### config.mk
export PLATFORM = sky130hd
export DESIGN_NAME = rcl_logger
export DESIGN_NICKNAME = d
export VERILOG_FILES = /design/src/hw/rcl_pkg.sv /design/src/hw/rcl_logger.sv
export SDC_FILE = /design/constraint.sdc
export NUM_CORES = 1
export LEC_CHECK = 0
export BUFFER_PORTS_ARGS = -buffer_cell sky130_fd_sc_hd__clkbuf_2
export CORE_MARGIN = 2
export CORE_UTILIZATION = 55
export DETAILED_ROUTE_END_ITERATION = 8
export HOLD_SLACK_MARGIN = 0.15
export PLACE_DENSITY = 0.78
export SLEW_MARGIN = 20
export SYNTH_ARGS = -nofsm -noshare
export SYNTH_HDL_FRONTEND = slang
export SYNTH_SLANG_ARGS = --single-unit
### constraint.sdc
create_clock -name clk_sys_i -period 5.17 [get_ports clk_sys_i]
set_clock_uncertainty 0.15 [all_clocks]
set_input_delay 0 -clock clk_sys_i [delete_from_list [all_inputs] [get_ports clk_sys_i]]
set_output_delay 0 -clock clk_sys_i [all_outputs]
set_load 0.05 [all_outputs]
### src/hw/rcl_pkg.sv
// Package: constants and carriers for the recoverable error code logger
package rcl_pkg;
    localparam int LP_N    = 4;
    localparam int BANK_N  = 2;
    localparam int LP_IW   = 2;
    localparam int BANK_IW = 1;
    localparam int AW      = 8;
    localparam int DW      = 32;

    // Register port word addresses
    localparam logic [AW-1:0] OFF_CTRL  = 8'h00;
    localparam logic [AW-1:0] OFF_SHARE = 8'h04;
    localparam logic [AW-1:0] OFF_GSTAT = 8'h08;
    // Bank b sits in slot b+1 of address bits [7:4]
    localparam logic [3:0]    SLOT_FIRST = 4'h1;
    localparam logic [3:0]    SUB_STATUS = 4'h0;
    localparam logic [3:0]    SUB_ADDR   = 4'h4;
    localparam logic [3:0]    SUB_MISC   = 4'h8;

    // Status word bit positions
    localparam int ST_VALID = 31;
    localparam int ST_OVER  = 30;
    localparam int ST_UC    = 29;
    localparam int ST_EN    = 28;
    localparam int ST_MISC_INFO_VALID = 27;
    localparam int ST_ADDRESS_VALID = 26;
    localparam int ST_PCC   = 25;
    localparam int ST_S     = 24;
    localparam int ST_AR    = 23;
    localparam int ST_FILT  = 12;
    localparam int MISC_MODE_LO = 6;
    localparam int GSTAT_ERROR_IP_VALID_LO = LP_N;

    // Compound code pieces
    localparam logic [3:0] CODE_MEM_HI   = 4'h0;
    localparam logic [2:0] MEM_TXN_SCRUB = 3'h4;
    localparam logic [3:0] CHAN_GENERIC  = 4'hF;
    localparam logic [3:0] CODE_CACHE_HI = 4'h1;
    localparam logic [3:0] RK_EVICT      = 4'h7;
    localparam logic [3:0] RK_DATA_RD    = 4'h3;
    localparam logic [3:0] RK_INSTR_RD   = 4'h5;
    localparam logic [1:0] TT_INSTR      = 2'h0;
    localparam logic [1:0] TT_DATA       = 2'h1;
    localparam logic [1:0] TT_GENERIC    = 2'h2;
    localparam logic [1:0] LVL_0         = 2'h0;
    localparam logic [1:0] LVL_2         = 2'h2;
    localparam logic [2:0] ADDR_MODE_PHYS = 3'h2;

    // Reset values
    localparam logic                   UCR_EN_RST = 1'h1;
    localparam logic [BANK_N*LP_N-1:0] SHARE_RST  = 8'hFF;

    typedef enum logic [1:0] {
        ERR_SCRUB     = 2'h0,
        ERR_WRITEBACK = 2'h1,
        ERR_LOAD      = 2'h2,
        ERR_FETCH     = 2'h3
    } rcl_kind_e;

    typedef struct packed {
        logic               valid;
        rcl_kind_e          kind;
        logic [3:0]         chan;
        logic [DW-1:0]      addr;
        logic [5:0]         lsb;
        logic [BANK_IW-1:0] bank;
        logic [LP_IW-1:0]   lp;
        logic               cont;
        logic               error_ip_valid_nc;
    } rcl_err_s;

    typedef struct packed {
        logic          valid;
        logic          over;
        logic          uc;
        logic          en;
        logic          misc_info_valid;
        logic          address_valid;
        logic          context_corrupt_flag;
        logic          s;
        logic          ar;
        logic [15:0]   code;
        logic [DW-1:0] addr;
        logic [5:0]    lsb;
        logic [2:0]    mode;
    } rcl_bank_s;

    typedef struct packed {
        logic                         ucr_en;
        logic [BANK_N*LP_N-1:0]       share;
        logic [LP_N-1:0]              restart_ip_valid;
        logic [LP_N-1:0]              error_ip_valid;
        logic [LP_N-1:0]              mc;
        logic [LP_N-1:0]              rec;
        rcl_bank_s [BANK_N-1:0]       bank;
        logic [DW-1:0]                rdata;
    } rcl_state_s;
endpackage : rcl_pkg

### src/hw/rcl_logger.sv
// Recoverable error logger: code forming, bank record, global flags, broadcast
// Summary of operation
// - scrub error code is 0xC0 plus channel
// - writeback error code is fixed 0x17A
// - writeback code uses generic type, level 2
// - data load error code is 0x134
// - instruction fetch error code is 0x150
// - filtering bit twelve always clear
// - optional-action flags set, action required clear
// - required-action flags same, action required set
// - capture address, mark address and misc valid
// - misc holds physical mode and lowest bit
// - broadcast machine check to every processor
// - record visible only to sharing processors
// - scrub/writeback: restart valid, error ip clear everywhere
// - continuable required-action: both flags set on affected
// - non-continuable: affected restart valid clear
// - unaffected observers: restart set, error ip clear
// - affected processor's bank holds the record
// - global flags separate affected from observers
// - memory code: 3-bit type, 4-bit channel
`timescale 1ns/10ps
module rcl_logger
    import rcl_pkg::*;
(
    input  wire logic               clk_sys_i,
    input  wire logic               rstn_i,
    input  wire rcl_err_s           err_i,
    input  wire logic [AW-1:0]      addr_i,
    input  wire logic [DW-1:0]      wdata_i,
    input  wire logic               wr_i,
    input  wire logic               rd_i,
    output logic [DW-1:0]           rdata_o,
    output logic [LP_N-1:0]         machine_check_signal_o,
    output logic [LP_N-1:0]         restart_ip_valid_o,
    output logic [LP_N-1:0]         error_ip_valid_o,
    output logic [LP_N-1:0]         lp_record_o
);

    rcl_state_s st_reg;
    rcl_state_s st_next;

    logic [3:0]         slot;
    logic [3:0]         sub;
    logic [3:0]         slot_m1;
    logic               bank_sel;
    logic [BANK_IW-1:0] bidx;
    logic               hit;
    logic               req_act;
    rcl_bank_s          nb;

    assign slot     = addr_i[7:4];
    assign sub      = addr_i[3:0];
    assign slot_m1  = slot - SLOT_FIRST;
    assign bank_sel = (slot >= SLOT_FIRST) && (slot_m1 < 4'(BANK_N));
    assign bidx     = slot_m1[BANK_IW-1:0];
    // Without recoverable support enabled, events are dropped whole
    assign hit      = err_i.valid && st_reg.ucr_en;
    assign req_act  = (err_i.kind == ERR_LOAD) || (err_i.kind == ERR_FETCH);

    function automatic logic [15:0] arch_code(input rcl_kind_e k, input logic [3:0] ch);
        logic [15:0] c;
        c = '0;
        case (k)
            ERR_SCRUB:     c = {4'h0, CODE_MEM_HI, 1'b1, MEM_TXN_SCRUB, ch};
            ERR_WRITEBACK: c = {4'h0, CODE_CACHE_HI, RK_EVICT, TT_GENERIC, LVL_2};
            ERR_LOAD:      c = {4'h0, CODE_CACHE_HI, RK_DATA_RD, TT_DATA, LVL_0};
            ERR_FETCH:     c = {4'h0, CODE_CACHE_HI, RK_INSTR_RD, TT_INSTR, LVL_0};
            default:       c = '0;
        endcase
        c[ST_FILT] = 1'b0;
        return c;
    endfunction : arch_code

    function automatic logic [DW-1:0] status_word(input rcl_bank_s b);
        logic [DW-1:0] w;
        w = '0;
        w[15:0]     = b.code;
        w[ST_VALID] = b.valid;
        w[ST_OVER]  = b.over;
        w[ST_UC]    = b.uc;
        w[ST_EN]    = b.en;
        w[ST_MISC_INFO_VALID] = b.misc_info_valid;
        w[ST_ADDRESS_VALID] = b.address_valid;
        w[ST_PCC]   = b.context_corrupt_flag;
        w[ST_S]     = b.s;
        w[ST_AR]    = b.ar;
        return w;
    endfunction : status_word

    always_comb begin
        nb       = '0;
        nb.valid = 1'b1;
        nb.uc    = 1'b1;
        nb.en    = 1'b1;
        nb.s     = 1'b1;
        nb.over  = 1'b0;
        nb.context_corrupt_flag   = 1'b0;
        nb.ar    = req_act;
        nb.misc_info_valid = 1'b1;
        nb.address_valid = 1'b1;
        nb.addr  = err_i.addr;
        nb.code  = arch_code(err_i.kind, err_i.chan);
        nb.lsb   = err_i.lsb;
        nb.mode  = ADDR_MODE_PHYS;
    end

    always_comb begin
        st_next       = st_reg;
        st_next.mc    = '0;
        st_next.rdata = '0;

        // Software side first so a same-cycle event overrides it
        if (wr_i) begin
            case (addr_i)
                OFF_CTRL:  st_next.ucr_en = wdata_i[0];
                OFF_SHARE: st_next.share  = wdata_i[BANK_N*LP_N-1:0];
                OFF_GSTAT: begin
                    st_next.restart_ip_valid = wdata_i[LP_N-1:0];
                    st_next.error_ip_valid = wdata_i[GSTAT_ERROR_IP_VALID_LO +: LP_N];
                end
                default: begin
                    // Any write to a bank status wipes that record
                    if (bank_sel && sub == SUB_STATUS) begin
                        st_next.bank[bidx] = '0;
                    end
                end
            endcase
        end

        // Record, flags and broadcast all land on one edge
        if (hit) begin
            st_next.bank[err_i.bank] = nb;
            st_next.mc = '1;
            for (int lp = 0; lp < LP_N; lp++) begin
                if (req_act && err_i.lp == LP_IW'(lp)) begin
                    st_next.restart_ip_valid[lp] = err_i.cont;
                    st_next.error_ip_valid[lp] = err_i.cont | err_i.error_ip_valid_nc;
                end else begin
                    st_next.restart_ip_valid[lp] = 1'b1;
                    st_next.error_ip_valid[lp] = 1'b0;
                end
            end
        end

        for (int lp = 0; lp < LP_N; lp++) begin
            st_next.rec[lp] = 1'b0;
            for (int b = 0; b < BANK_N; b++) begin
                if (st_next.bank[b].valid && st_next.share[b*LP_N + lp]) begin
                    st_next.rec[lp] = 1'b1;
                end
            end
        end

        if (rd_i) begin
            case (addr_i)
                OFF_CTRL:  st_next.rdata[0] = st_reg.ucr_en;
                OFF_SHARE: st_next.rdata[BANK_N*LP_N-1:0] = st_reg.share;
                OFF_GSTAT: begin
                    st_next.rdata[LP_N-1:0] = st_reg.restart_ip_valid;
                    st_next.rdata[GSTAT_ERROR_IP_VALID_LO +: LP_N] = st_reg.error_ip_valid;
                end
                default: begin
                    // Unmapped addresses read as zero
                    if (bank_sel) begin
                        case (sub)
                            SUB_STATUS: st_next.rdata = status_word(st_reg.bank[bidx]);
                            SUB_ADDR:   st_next.rdata = st_reg.bank[bidx].addr;
                            SUB_MISC: begin
                                st_next.rdata[5:0] = st_reg.bank[bidx].lsb;
                                st_next.rdata[MISC_MODE_LO +: 3] = st_reg.bank[bidx].mode;
                            end
                            default:    st_next.rdata = '0;
                        endcase
                    end
                end
            endcase
        end
    end

    always_ff @(posedge clk_sys_i or negedge rstn_i) begin
        if (!rstn_i) begin
            st_reg        <= '0;
            st_reg.ucr_en <= UCR_EN_RST;
            st_reg.share  <= SHARE_RST;
        end else begin
            st_reg <= st_next;
        end
    end

    assign rdata_o                = st_reg.rdata;
    assign machine_check_signal_o = st_reg.mc;
    assign restart_ip_valid_o     = st_reg.restart_ip_valid;
    assign error_ip_valid_o       = st_reg.error_ip_valid;
    assign lp_record_o            = st_reg.rec;

    // Assertion helpers: the event as taken one edge earlier
    rcl_err_s          err_q;
    logic              hit_q;
    logic              req_q;
    logic [BANK_N-1:0] bank_v;
    rcl_bank_s         lb;

    always_ff @(posedge clk_sys_i or negedge rstn_i) begin
        if (!rstn_i) begin
            err_q <= '0;
            hit_q <= 1'b0;
        end else begin
            err_q <= err_i;
            hit_q <= hit;
        end
    end

    assign lb    = st_reg.bank[err_q.bank];
    assign req_q = (err_q.kind == ERR_LOAD) || (err_q.kind == ERR_FETCH);

    // Which banks hold a live record right now
    for (genvar g = 0; g < BANK_N; g++) begin : g_bank_v
        assign bank_v[g] = st_reg.bank[g].valid;
    end
endmodule : rcl_logger

# == Word level (Yosys, flattened, before mapping) ==
# Cells that the tools add are included.
# word_totals
output_inout_bits,48
ff_bits,189
inputBits,94
elab_cells,119
# op_classes
mux,39
magnitude_cmp,6
reduce_logical,27
n_bitwise,3
n_addsub,1
eq_ne,10
# op_table
operator,count
$mux 132,4
$mux 66,4
$and 132x132->132,1
$bwmux 132,1
$demux 66 s1,2
$not 132->132,1
$mux 32,2
$pmux 16 s4,1
$pmux 23 s2,1
$pmux 9 s3,1
$mux 24,1
$pmux 7 s3,1
$logic_and 1x1->1,17
$mux 1,16
$mux 16,1
$mux 8,2
$mux 12,1
$eq 2x2->1 const B,4
$eq 8x3->1 const B,1
$eq 8x4->1 const B,1
$logic_not 8->1,1
$eq 2x1->1 const B,2
$eq 4x3->1 const B,1
$eq 4x4->1 const B,1
13 further kinds,18

# == Depth between registers and ports, before layout ==
# Gate-level depths: netlist of the first run.
# depth
ltp_word,15
mapped_depth,10
ltp_nobuf,7

# == Worst setup path after synthesis of the first run ==
# No wires, ideal clock.
# synth_timing
path_type,in2reg
start,in addr_i[4]
end,reg st_reg (netlist bit rdata_o[28])
path_slack_ns,3.344
path_stages,8
arrival_ns,1.576
path_cell_list,buf_2 inv_1 ha_1 nor3b_2 a221oi_2 nand3_1 buf_2 o32ai_1
# synth_lines
item,line_no,source
"start, declared",rcl_logger.sv:29,"input wire logic [AW-1:0] addr_i,"
"end signal, assigned",rcl_logger.sv:187,st_reg <= st_next;
"end, declared",rcl_logger.sv:40,rcl_state_s st_reg;

==> run metrics, run 1 <==
status=finished clean; CP Launch Type=input port; post-DR vias/cell=slightly below 6; Post-synth ARST share=100.0%; crit end category=flop; Yosys cell types=45; Sw Ratio=~27%; Synth Instances=approximately 880; initial antenna violation count=0; Post-synth EDFFs=0; Post-Synth Simple-Gate Area=~15%; most common cell after layout, fill and taps aside=nand2_1; Clock power frac=between 30% and 40%; worst path required time=around 5300 ps; via count=about 7,000; IO Count=roughly 140; Slew Viols, Final=0; first-pass GRT wire length=around 35 mm; sequential share of the synthesized area=54.70%; Clock transition at path regs=around 70 ps; Starting Density=56.11%; Slew @ Worst Pin=~1100 ps; reg-to-reg setup timing slack=around 2000 ps; unrepaired setup endpoints after global routing=no; H-Tree Level Count=4; Mean Syn Cell Area=about 9.7 um^2; GRT Util Overall=between 20% and 30%; syn nets=976; post-DP HPWL=between 10 and 15 mm; antenna cells=0; worst skew pair latency=approximately 430 ps; Primary FF master, synth=dfrtp_1; internal power of the cells=2.695 mW; Synth Area in Compound Gates=between 10% and 20%; worst-path maximum fanout=54; leakage power=between 5 and 6 nW; FP Rows=45; Switch Pwr=between 1 and 1.5 mW; Min-Delay Endpoint=st_reg[50]; worst hold path depth=4; CTS Sinks=roughly 190; min-delay worst type=input port to flop; CTS tree=done; antenna-violating nets left=0; Final WS setup=1707 ps; post-cts sizing count=0; setup TNS=0 ps; share of post-route cells with drive strength above 1=18.43%; Root Driver=clkbuf_16; xor and xnor area share after synthesis=0%; Max Freq=between 200 and 300 MHz; routability congestion estimate=0.8257; Setup Crit Path Kind=input port to flop; WP data arrival=3630 ps; final setup fails=0; # nets final=about 1,100; DRT Wirelength=between 20 and 25 mm; worst r2r src=st_reg[188]; final hold vios=0; Comb power frac=between 10% and 20%; Area growth, synth to finish=20.96%; FF-to-FF path depth=6; commonest non-fill, non-tap cells in the layout=nand2_1 (205), dfrtp_1 (177), clkbuf_2 (116); 1st-pass router iterations=6; WL/cell=18.74 um; Port Buffers=~120; MaxCap Viol Count=0; DRC violations left=0; die width=128.5 um; largest net degree at the start of global routing=88; Seq pwr share=46.8%; mux contribution to synthesized area=7.833%; Final Cycle Share=between 60% and 70%; Post-Place Setup Slack=roughly 1900 ps; Post-Syn Area=0.008529 mm^2; Cell Pwr Density=359.1 mW/mm^2; yosys warns=0; die area=0.01652 mm^2; Worst R2R End=error_ip_valid_o[3]; Core ar.=roughly 0.015 mm^2; total CTS buffers=17; largest family of logic cells by synthesized area=simple AND/OR/NAND/NOR gates; Final Critical Period=about 3500 ps; clk buf depth=2; Hold Startpoint=err_i[20]; number of global-route vias before repair=around 7,000; GRT overflow=0; Synth Area in Adders=under 10%; peak supply drop=0.2681 mV; die height=roughly 130 um; Iter 0 DRT Violations=867; max reg flops=around 140; Worst slew margin=between 20 and 30%; register bit total from synthesis=between 150 and 200
worst max path at each step:
stage                     startpoint     endpoint  cells after the start
after floorplan            addr_i[4]  rdata_o[28]                      8
after global placement     addr_i[4]   st_reg[70]                      8
after detailed placement   addr_i[4]   st_reg[63]                      8
after CTS                  addr_i[4]   st_reg[63]                      9
after global routing       addr_i[4]   st_reg[63]                      9
final                      addr_i[4]   st_reg[98]                      9
layer usage:
layer  track usage, %  vias to the layer above  part of all wire [%]
met4            7.864                        0                   1.4
met5                0                        -                     0
met2            44.62                      386                    47
li1                 -                     3155                     -
met1            37.86                     3389                    42
met3            6.653                       30                   9.2
cell type report:
| class | instances | area (um^2) |
|---|---|---|
| inverters | 25 | 93.84 |
| clock inverters | 10 | 165.2 |
| well taps | 188 | 235.2 |
| multi-input cells | 556 | 3167 |
| clock buffers | 21 | 470.5 |
| fillers | 1115 | 4885 |
| flip-flops and latches | 186 | 4666 |
| repair buffers | 211 | 1520 |
synth_stat cells (all sizes together) (6+ instances only):
master | instances | share of area, %
and2 | 12 | 0.88
o211ai | 6 | 0.53
dfstp | 9 | 2.8
nand3 | 17 | 1.0
inv | 25 | 1.1
buf | 64 | 5.3
mux2 | 6 | 0.79
nor2 | 23 | 1.1
o32ai | 9 | 0.92
a21oi | 13 | 0.76
ha | 7 | 1.0
mux2i | 60 | 7.0
and3 | 14 | 1.0
dfrtp | 177 | 52
a22oi | 10 | 0.88
nand2 | 206 | 9.1
nor2b | 6 | 0.44
o22ai | 24 | 1.8
clkbuf | 44 | 2.0
o21ai | 110 | 6.5
worst max-delay path, stage by stage:
cell and delay, ps:
dlygate4sd3_1 520, clkbuf_2 480, inv_1 260, ha_1 260, nor3b_2 200, a221oi_2 410, and3b_2 990, nor2_4 190
and2_1 260
metrics by stage:
step / hold slack [ps] / utilization (%) / area (um^2) / cells / power [mW]
after floorplan: -445.6 / - / 8529 / 875 / 2.111
after global placement: -23.65 / 58.17 / 8843 / 1084 / 2.237
after detailed placement: -11.66 / 58.17 / 8843 / 1084 / 2.259
after CTS: 161.9 / 67.87 / 10320 / 1197 / 3.696
after global routing: 195.9 / 67.87 / 10320 / 1197 / 3.845
final: 177.8 / 67.87 / 10320 / 1197 / 3.705
logic make-up after synthesis:
logic type               after synthesis
flip-flops                           186
AO/OA/AOI/OAI                        192
buffers and inverters                133
AND/OR/NAND/NOR                      291
adder cells (fa/ha/maj)                7
multiplexers                          66
power groups by stage:
| stage | registers (mW) | clock network (mW) | logic (mW) |
|---|---|---|---|
| 2_1_floorplan | 1.73 | 0 | 0.386 |
| 3_3_place_gp | 1.75 | 0 | 0.491 |
| 3_5_place_dp | 1.75 | 0 | 0.506 |
| 4_1_cts | 1.73 | 1.40 | 0.568 |
| 5_1_grt | 1.75 | 1.46 | 0.633 |
| 6_report | 1.73 | 1.39 | 0.578 |
what timing repair did:
item	4_1_cts	5_1_grt
setup endpoints to repair	0	0
setup buffers	0	0
hold buffers	82	0
endpoints found under the hold margin	236	0
No activity file was read; power rests on OpenSTA's default activity.
==> inputs of run 2 (changes only) <==
ABC_AREA = 1   (was unset)
clock period = 3.2 ns   (was 5.17 ns; I/O delays follow)
==> run metrics, run 2 <==
Worst slew margin=40.67% (+15 points); post-DR vias/cell=5.323 (-8.5%); initial antenna violation count=0 (unchanged); CTS tree=done; Hold Startpoint=addr_i[5]; status=finished clean; CTS Sinks=186 (unchanged); sequential share of the synthesized area=52.71% (-2.0 points); Final Critical Period=between 3000 and 4000 ps; final hold vios=0 (unchanged); Post-Place Setup Slack=793.8 ps (-1068 ps); largest net degree at the start of global routing=82 (-6.8%); FF-to-FF path depth=6 (unchanged); Synth Instances=1,035 (+18%); IO Count=142 (unchanged); top cells by area, synth=dfrtp_1 (50%), nand2_1 (12%), nand3_1 (7.0%), o21ai_0 (4.4%), buf_4 (4.1%); routability congestion estimate=0.8233 (-0.29%); Yosys cell types=31 (-31%); Primary FF master, synth=dfrtp_1; # nets final=1,280 (+17%); WL/cell=15.45 um (-18%); die width=130.9 um (+1.8%); Max Freq=324.6 MHz; area share of the largest cell type after synthesis=50.04% (-1.9 points); Final WS setup=119.3 ps (-1588 ps); Port Buffers=117 (unchanged); largest area contributor in the netlist=dfrtp_1; clk buf depth=2 (unchanged); post-DP HPWL=12.41 mm (-0.59%); Area growth, synth to finish=21.20%; Final Cycle Share=between 90% and 100%; Worst R2R End=restart_ip_valid_o[1]; number of global-route vias before repair=7,171 (+4.7%); worst hold path depth=6 (+2); die height=130.9 um (+1.8%); worst path required time=3420 ps (-1920 ps); DRC violations left=0 (unchanged); reg-to-reg setup timing slack=620 ps (-1390 ps); H-Tree Level Count=4 (unchanged); MaxCap Viol Count=0 (unchanged); Root Driver=clkbuf_16; max reg flops=139 (unchanged); final non-filler cell total=1,407 (+18%); syn nets=1,136 (+16%); Mean Syn Cell Area=8.552 um^2 (-12%); post-layout power=5.935 mW (+60%); fillers=1,217 (+9.1%); WP data arrival=3300 ps (-330 ps); fin util=67.78% (-0.090 points); final setup fails=0 (unchanged); min-delay worst type=input port to flop; commonest non-fill, non-tap cells in the layout=nand2_1 (273), dfrtp_1 (177), nand3_1 (124); worst skew pair latency=430 ps (about the same); antenna-violating nets left=0 (unchanged); Commonest cells post-synth=nand2_1 (273), dfrtp_1 (177), nand3_1 (124), inv_1 (80), o21ai_0 (78); FP Rows=46 (+2.2%); CP Launch Type=input port; GRT overflow=0 (unchanged); Min-Delay Endpoint=rdata_o[8]; register bit total from synthesis=186 (unchanged); total CTS buffers=17 (unchanged); first-pass GRT wire length=35.16 mm (-0.22%); Post-Syn Area=0.008851 mm^2 (+3.8%); Starting Density=55.92% (-0.19 points); leakage power=5.440 nW (+8.4%); Clock transition at path regs=60 ps (about the same); unrepaired setup endpoints after global routing=no; dpl cells=1,271 (+17%); die area=0.01712 mm^2 (+3.7%); 1st-pass router iterations=5 (-1); worst-path maximum fanout=5 (-91%); worst r2r src=st_reg[188]; share of post-route cells with drive strength above 1=17.04% (-1.4 points); Core ar.=0.01583 mm^2 (+4.1%); Setup Crit Path Kind=input port to flop; Slew Viols, Final=0 (unchanged); Post-synth EDFFs=0 (unchanged); Slew @ Worst Pin=890.0 ps (-226.2 ps); via count=7,489 (+7.6%); Cell Pwr Density=553.2 mW/mm^2 (+54%); peak supply drop=0.3847 mV (+44%); most common cell after layout, fill and taps aside=nand2_1; number of setup buffers added after CTS=0 (unchanged); setup TNS=0 ps (unchanged); yosys warns=0 (unchanged); GRT Util Overall=26.56% (-1.1 points); crit end category=flop; antenna cells=0 (unchanged); most common cell in the synthesized netlist=nand2_1; Post-synth ARST share=100.0% (unchanged); DRT Wirelength=21.74 mm (-3.1%); Iter 0 DRT Violations=765 (-12%)
-- run 2: cell count changes in the layout (fill, tap and decap cells not counted), moves of 17 or more --
cell           delta
o21ai_0          -32
nand2_1          +68
mux2i_1          -49
o22ai_1          -20
a21oi_1          +17
o21ai_1          +57
dlygate4sd3_1    +22
inv_1            +53
nand3_1         +107
-- run 2: cells by family (layout without fill, tap and decap cells) --
family                   count (synthesis)  count (layout)  share of synthesized area, %
buffers and inverters                  194             350                         11.83
adder cells (fa/ha/maj)                  7               7                        0.9895
flip-flops                             186             186                         52.71
multiplexers                            12              12                         1.371
AO/OA/AOI/OAI                          174             174                         10.02
AND/OR/NAND/NOR                        462             462                         23.07
-- run 2: layout make-up --
type	instances	area, um^2	area share, %
clock buffer	22	464.2	4.327
clock inverter	9	90.09	0.8397
inverter	85	319.1	2.974
tap	216	270.3	2.519
multi-input combinational	655	3141	29.27
sequential	186	4666	43.49
timing repair buffer	234	1778	16.57
-- run 2: worst max path at each step --
stage,cells past startpoint,to,slack (ps),from
6_report,12,restart_ip_valid_o[3],120,addr_i[0]
5_1_grt,12,lp_record_o[0],50,addr_i[0]
4_1_cts,13,rdata_o[11],20,addr_i[6]
3_5_place_dp,11,st_reg[147],790,addr_i[4]
3_3_place_gp,11,st_reg[137],820,addr_i[4]
2_1_floorplan,15,st_reg[100],1100,addr_i[4]
-- run 2: metal layers --
| metal | vias up | global-route usage (%) | part of all wire, % |
|---|---|---|---|
| met1 | 3562 | 35.06 | 43 |
| li1 | 3579 | - | - |
| met4 | 0 | 11.20 | 2.7 |
| met5 | - | 0 | 0 |
| met2 | 291 | 43.57 | 49 |
| met3 | 57 | 4.805 | 5.6 |
-- run 2: critical path, cell delays in order --
cell and delay, ps:
dlygate4sd3_1 530, clkbuf_2 120, nor2_4 60, dlygate4sd3_1 630, nand3_1 150, nor2_2 180, nand2_1 90, inv_1 140
nand3_1 100, dlygate4sd3_1 620, nand3_1 120, dlygate4sd3_1 560
-- run 2: through the flow --
step	instance area, um^2	hold WS, ps
global route	10730	212.2
finish	10730	189.6
detailed placement	9100	-111.0
floorplan	8851	-445.6
global placement	9100	-118.7
CTS	10730	167.9
-- run 2: timing repair --
| item | in CTS | in global routing |
|---|---|---|
| gates resized for setup | 0 | 2 |
| endpoints found under the setup margin | 0 | 20 |
| endpoints found under the hold margin | 335 | 0 |
| hold buffers | 106 | 0 |
-- run 2: where the power goes --
| group | switching [mW] | internal (mW) |
|---|---|---|
| Clock | 0.880 | 1.11 |
| Combinational | 0.643 | 0.427 |
| Sequential | 0.179 | 2.69 |
==> inputs of run 3 (changes only) <==
CORE_UTILIZATION = 30   (was 55)
PLACE_DENSITY = unset   (was 0.78)
==> run metrics, run 3 (synthesized netlist as in run 2, its figures left out) <==
CP max-delay cell=dlygate4sd3_1; CP Buf/Inv Count=6 (unchanged); final hold vios=0 (unchanged); slowest stage delay, CP=590 ps (-40 ps); die height=175.8 um (+34%); crit end category=flop; die width=175.8 um (+34%); Cell Pwr Density=545.8 mW/mm^2 (-1.3%); DRT Wirelength=23.37 mm (+7.5%); final setup fails=0 (unchanged); antenna cells=0 (unchanged); Final Critical Period=3072 ps (-8.797 ps); Worst slew margin=37.20% (-3.5 points); DRC violations left=0 (unchanged); post-layout power=5.988 mW (+0.89%); CP cell instances=dlygate4sd3_1, clkbuf_2, inv_1, ha_1, or2_2, nand3_1, dlygate4sd3_1, o21ai_0, dlygate4sd3_1, nand3_1, dlygate4sd3_1; fillers=2,955 (+140%); worst skew pair latency=440 ps (about the same); GRT overflow=0 (unchanged); die area=0.03089 mm^2 (+80%); clk buf depth=2 (unchanged); first-pass GRT wire length=37.63 mm (+7.0%); via count=7,231 (-3.4%); GRT Util Overall=15.40% (-11 points); most used cell, CP=dlygate4sd3_1; commonest non-fill, non-tap cells in the layout=nand2_1 (273), dfrtp_1 (177), nand3_1 (124); leakage power=5.423 nW (-0.31%); 1st-pass router iterations=5 (unchanged); worst-path maximum fanout=5 (unchanged); post-DR vias/cell=4.591 (-14%); IO Count=142 (unchanged); Core ar.=0.02886 mm^2 (+82%); total CTS buffers=17 (unchanged); setup TNS=0 ps (unchanged); number of global-route vias before repair=7,103 (-0.95%); status=finished clean; antenna-violating nets left=0 (unchanged); unrepaired setup endpoints after global routing=no; H-Tree Level Count=4 (unchanged); Port Buffers=117 (unchanged); peak supply drop=0.3909 mV (+1.6%); min-delay worst type=input port to flop; CTS tree=done; Setup Crit Path Kind=input port to flop; CP Launch Type=input port; Slew Viols, Final=0 (unchanged); post-DP HPWL=14.41 mm (+16%); max reg flops=139 (unchanged); Root Driver=clkbuf_16; Max Freq=325.5 MHz (+0.29%); Slew @ Worst Pin=942.0 ps (+52.02 ps); routability congestion estimate=0.8201 (-0.39%); Clock transition at path regs=70 ps (about the same); largest net degree at the start of global routing=82 (unchanged); Area growth, synth to finish=23.95%; worst path required time=3430 ps (about the same); WP data arrival=3300 ps (about the same); number of setup buffers added after CTS=0 (unchanged); most common cell after layout, fill and taps aside=nand2_1; Crit path max-delay family=buffers and inverters; WL/cell=14.84 um (-3.9%); FP Rows=62 (+35%); share of post-route cells with drive strength above 1=17.38% (+0.34 points); Final Cycle Share=96.00% (-0.27 points); # nets final=1,279 (-0.078%); initial antenna violation count=0 (unchanged); Iter 0 DRT Violations=541 (-29%); CTS Sinks=186 (unchanged); Starting Density=30.67% (-25 points); MaxCap Viol Count=0 (unchanged)
run 3: worst paths after layout:
| check | cells past startpoint | startpoint | end | slack (ps) |
|---|---|---|---|---|
| max in group asynchronous | 4 | rstn_i | rdata_o[24] | 1990 |
| max reg2reg | 7 | st_reg[188] | st_reg[101] | 650 |
| min in group asynchronous | 3 | rstn_i | st_reg[185] | 550 |
| min | 6 | addr_i[5] | rdata_o[8] | 160 |
| min reg2reg | 2 | st_reg[158] | st_reg[158] | 330 |
| max | 11 | err_i[47] | restart_ip_valid_o[2] | 130 |
run 3: final cells by class:
| cell class | count | area, um^2 | share of cell area [%] |
|---|---|---|---|
| clock buffer | 17 | 425.4 | 3.878 |
| clock inverter | 15 | 158.9 | 1.448 |
| inverter | 85 | 324.1 | 2.954 |
| multi-input combinational | 655 | 3138 | 28.60 |
| sequential | 186 | 4666 | 42.53 |
| tap | 384 | 480.5 | 4.380 |
| timing repair buffer | 233 | 1778 | 16.21 |
run 3: worst reg2reg max path: stages (launching register included):
cell and delay [ps]:
dfstp_2 550, nand2_1 220, nor2_1 200, dlygate4sd3_1 600
clkinv_2 90, buf_4 310, nand3_1 200, o21ai_0 100
run 3: power by group:
part	leakage [nW]	internal [mW]	switching, mW	total [mW]
combinational	2.70	0.417	0.639	1.06
clock	0.272	1.04	1.03	2.07
sequential	2.45	2.69	0.176	2.87
run 3: layer usage:
layer | global-route usage (%) | vias up | wire length [um]
li1 | - | 3579 | -
met1 | 20.78 | 3472 | 10840
met2 | 25.36 | 147 | 11420
met3 | 2.251 | 33 | 687
met4 | 5.269 | 0 | 428
met5 | 0 | - | 0
run 3: what timing repair did:
action | in CTS | in global routing
gates resized for setup | 0 | 1
endpoints found under the setup margin | 0 | 4
hold buffers | 105 | 0
endpoints found under the hold margin | 339 | 0
run 3: through the flow:
stage / instance area (um^2) / instances / util, % / worst slack (ps) / hold WS [ps]
floorplan: 8851 / 1035 / - / 1099 / -445.6
global placement: 9324 / 1439 / 32.31 / 635.5 / -78.58
detailed placement: 9324 / 1439 / 32.31 / 570.7 / -71.67
CTS: 10980 / 1576 / 38.04 / 138.3 / 153.3
global route: 10970 / 1575 / 38.02 / 5.888 / 210.4
finish: 10970 / 1575 / 38.02 / 128.1 / 158.4
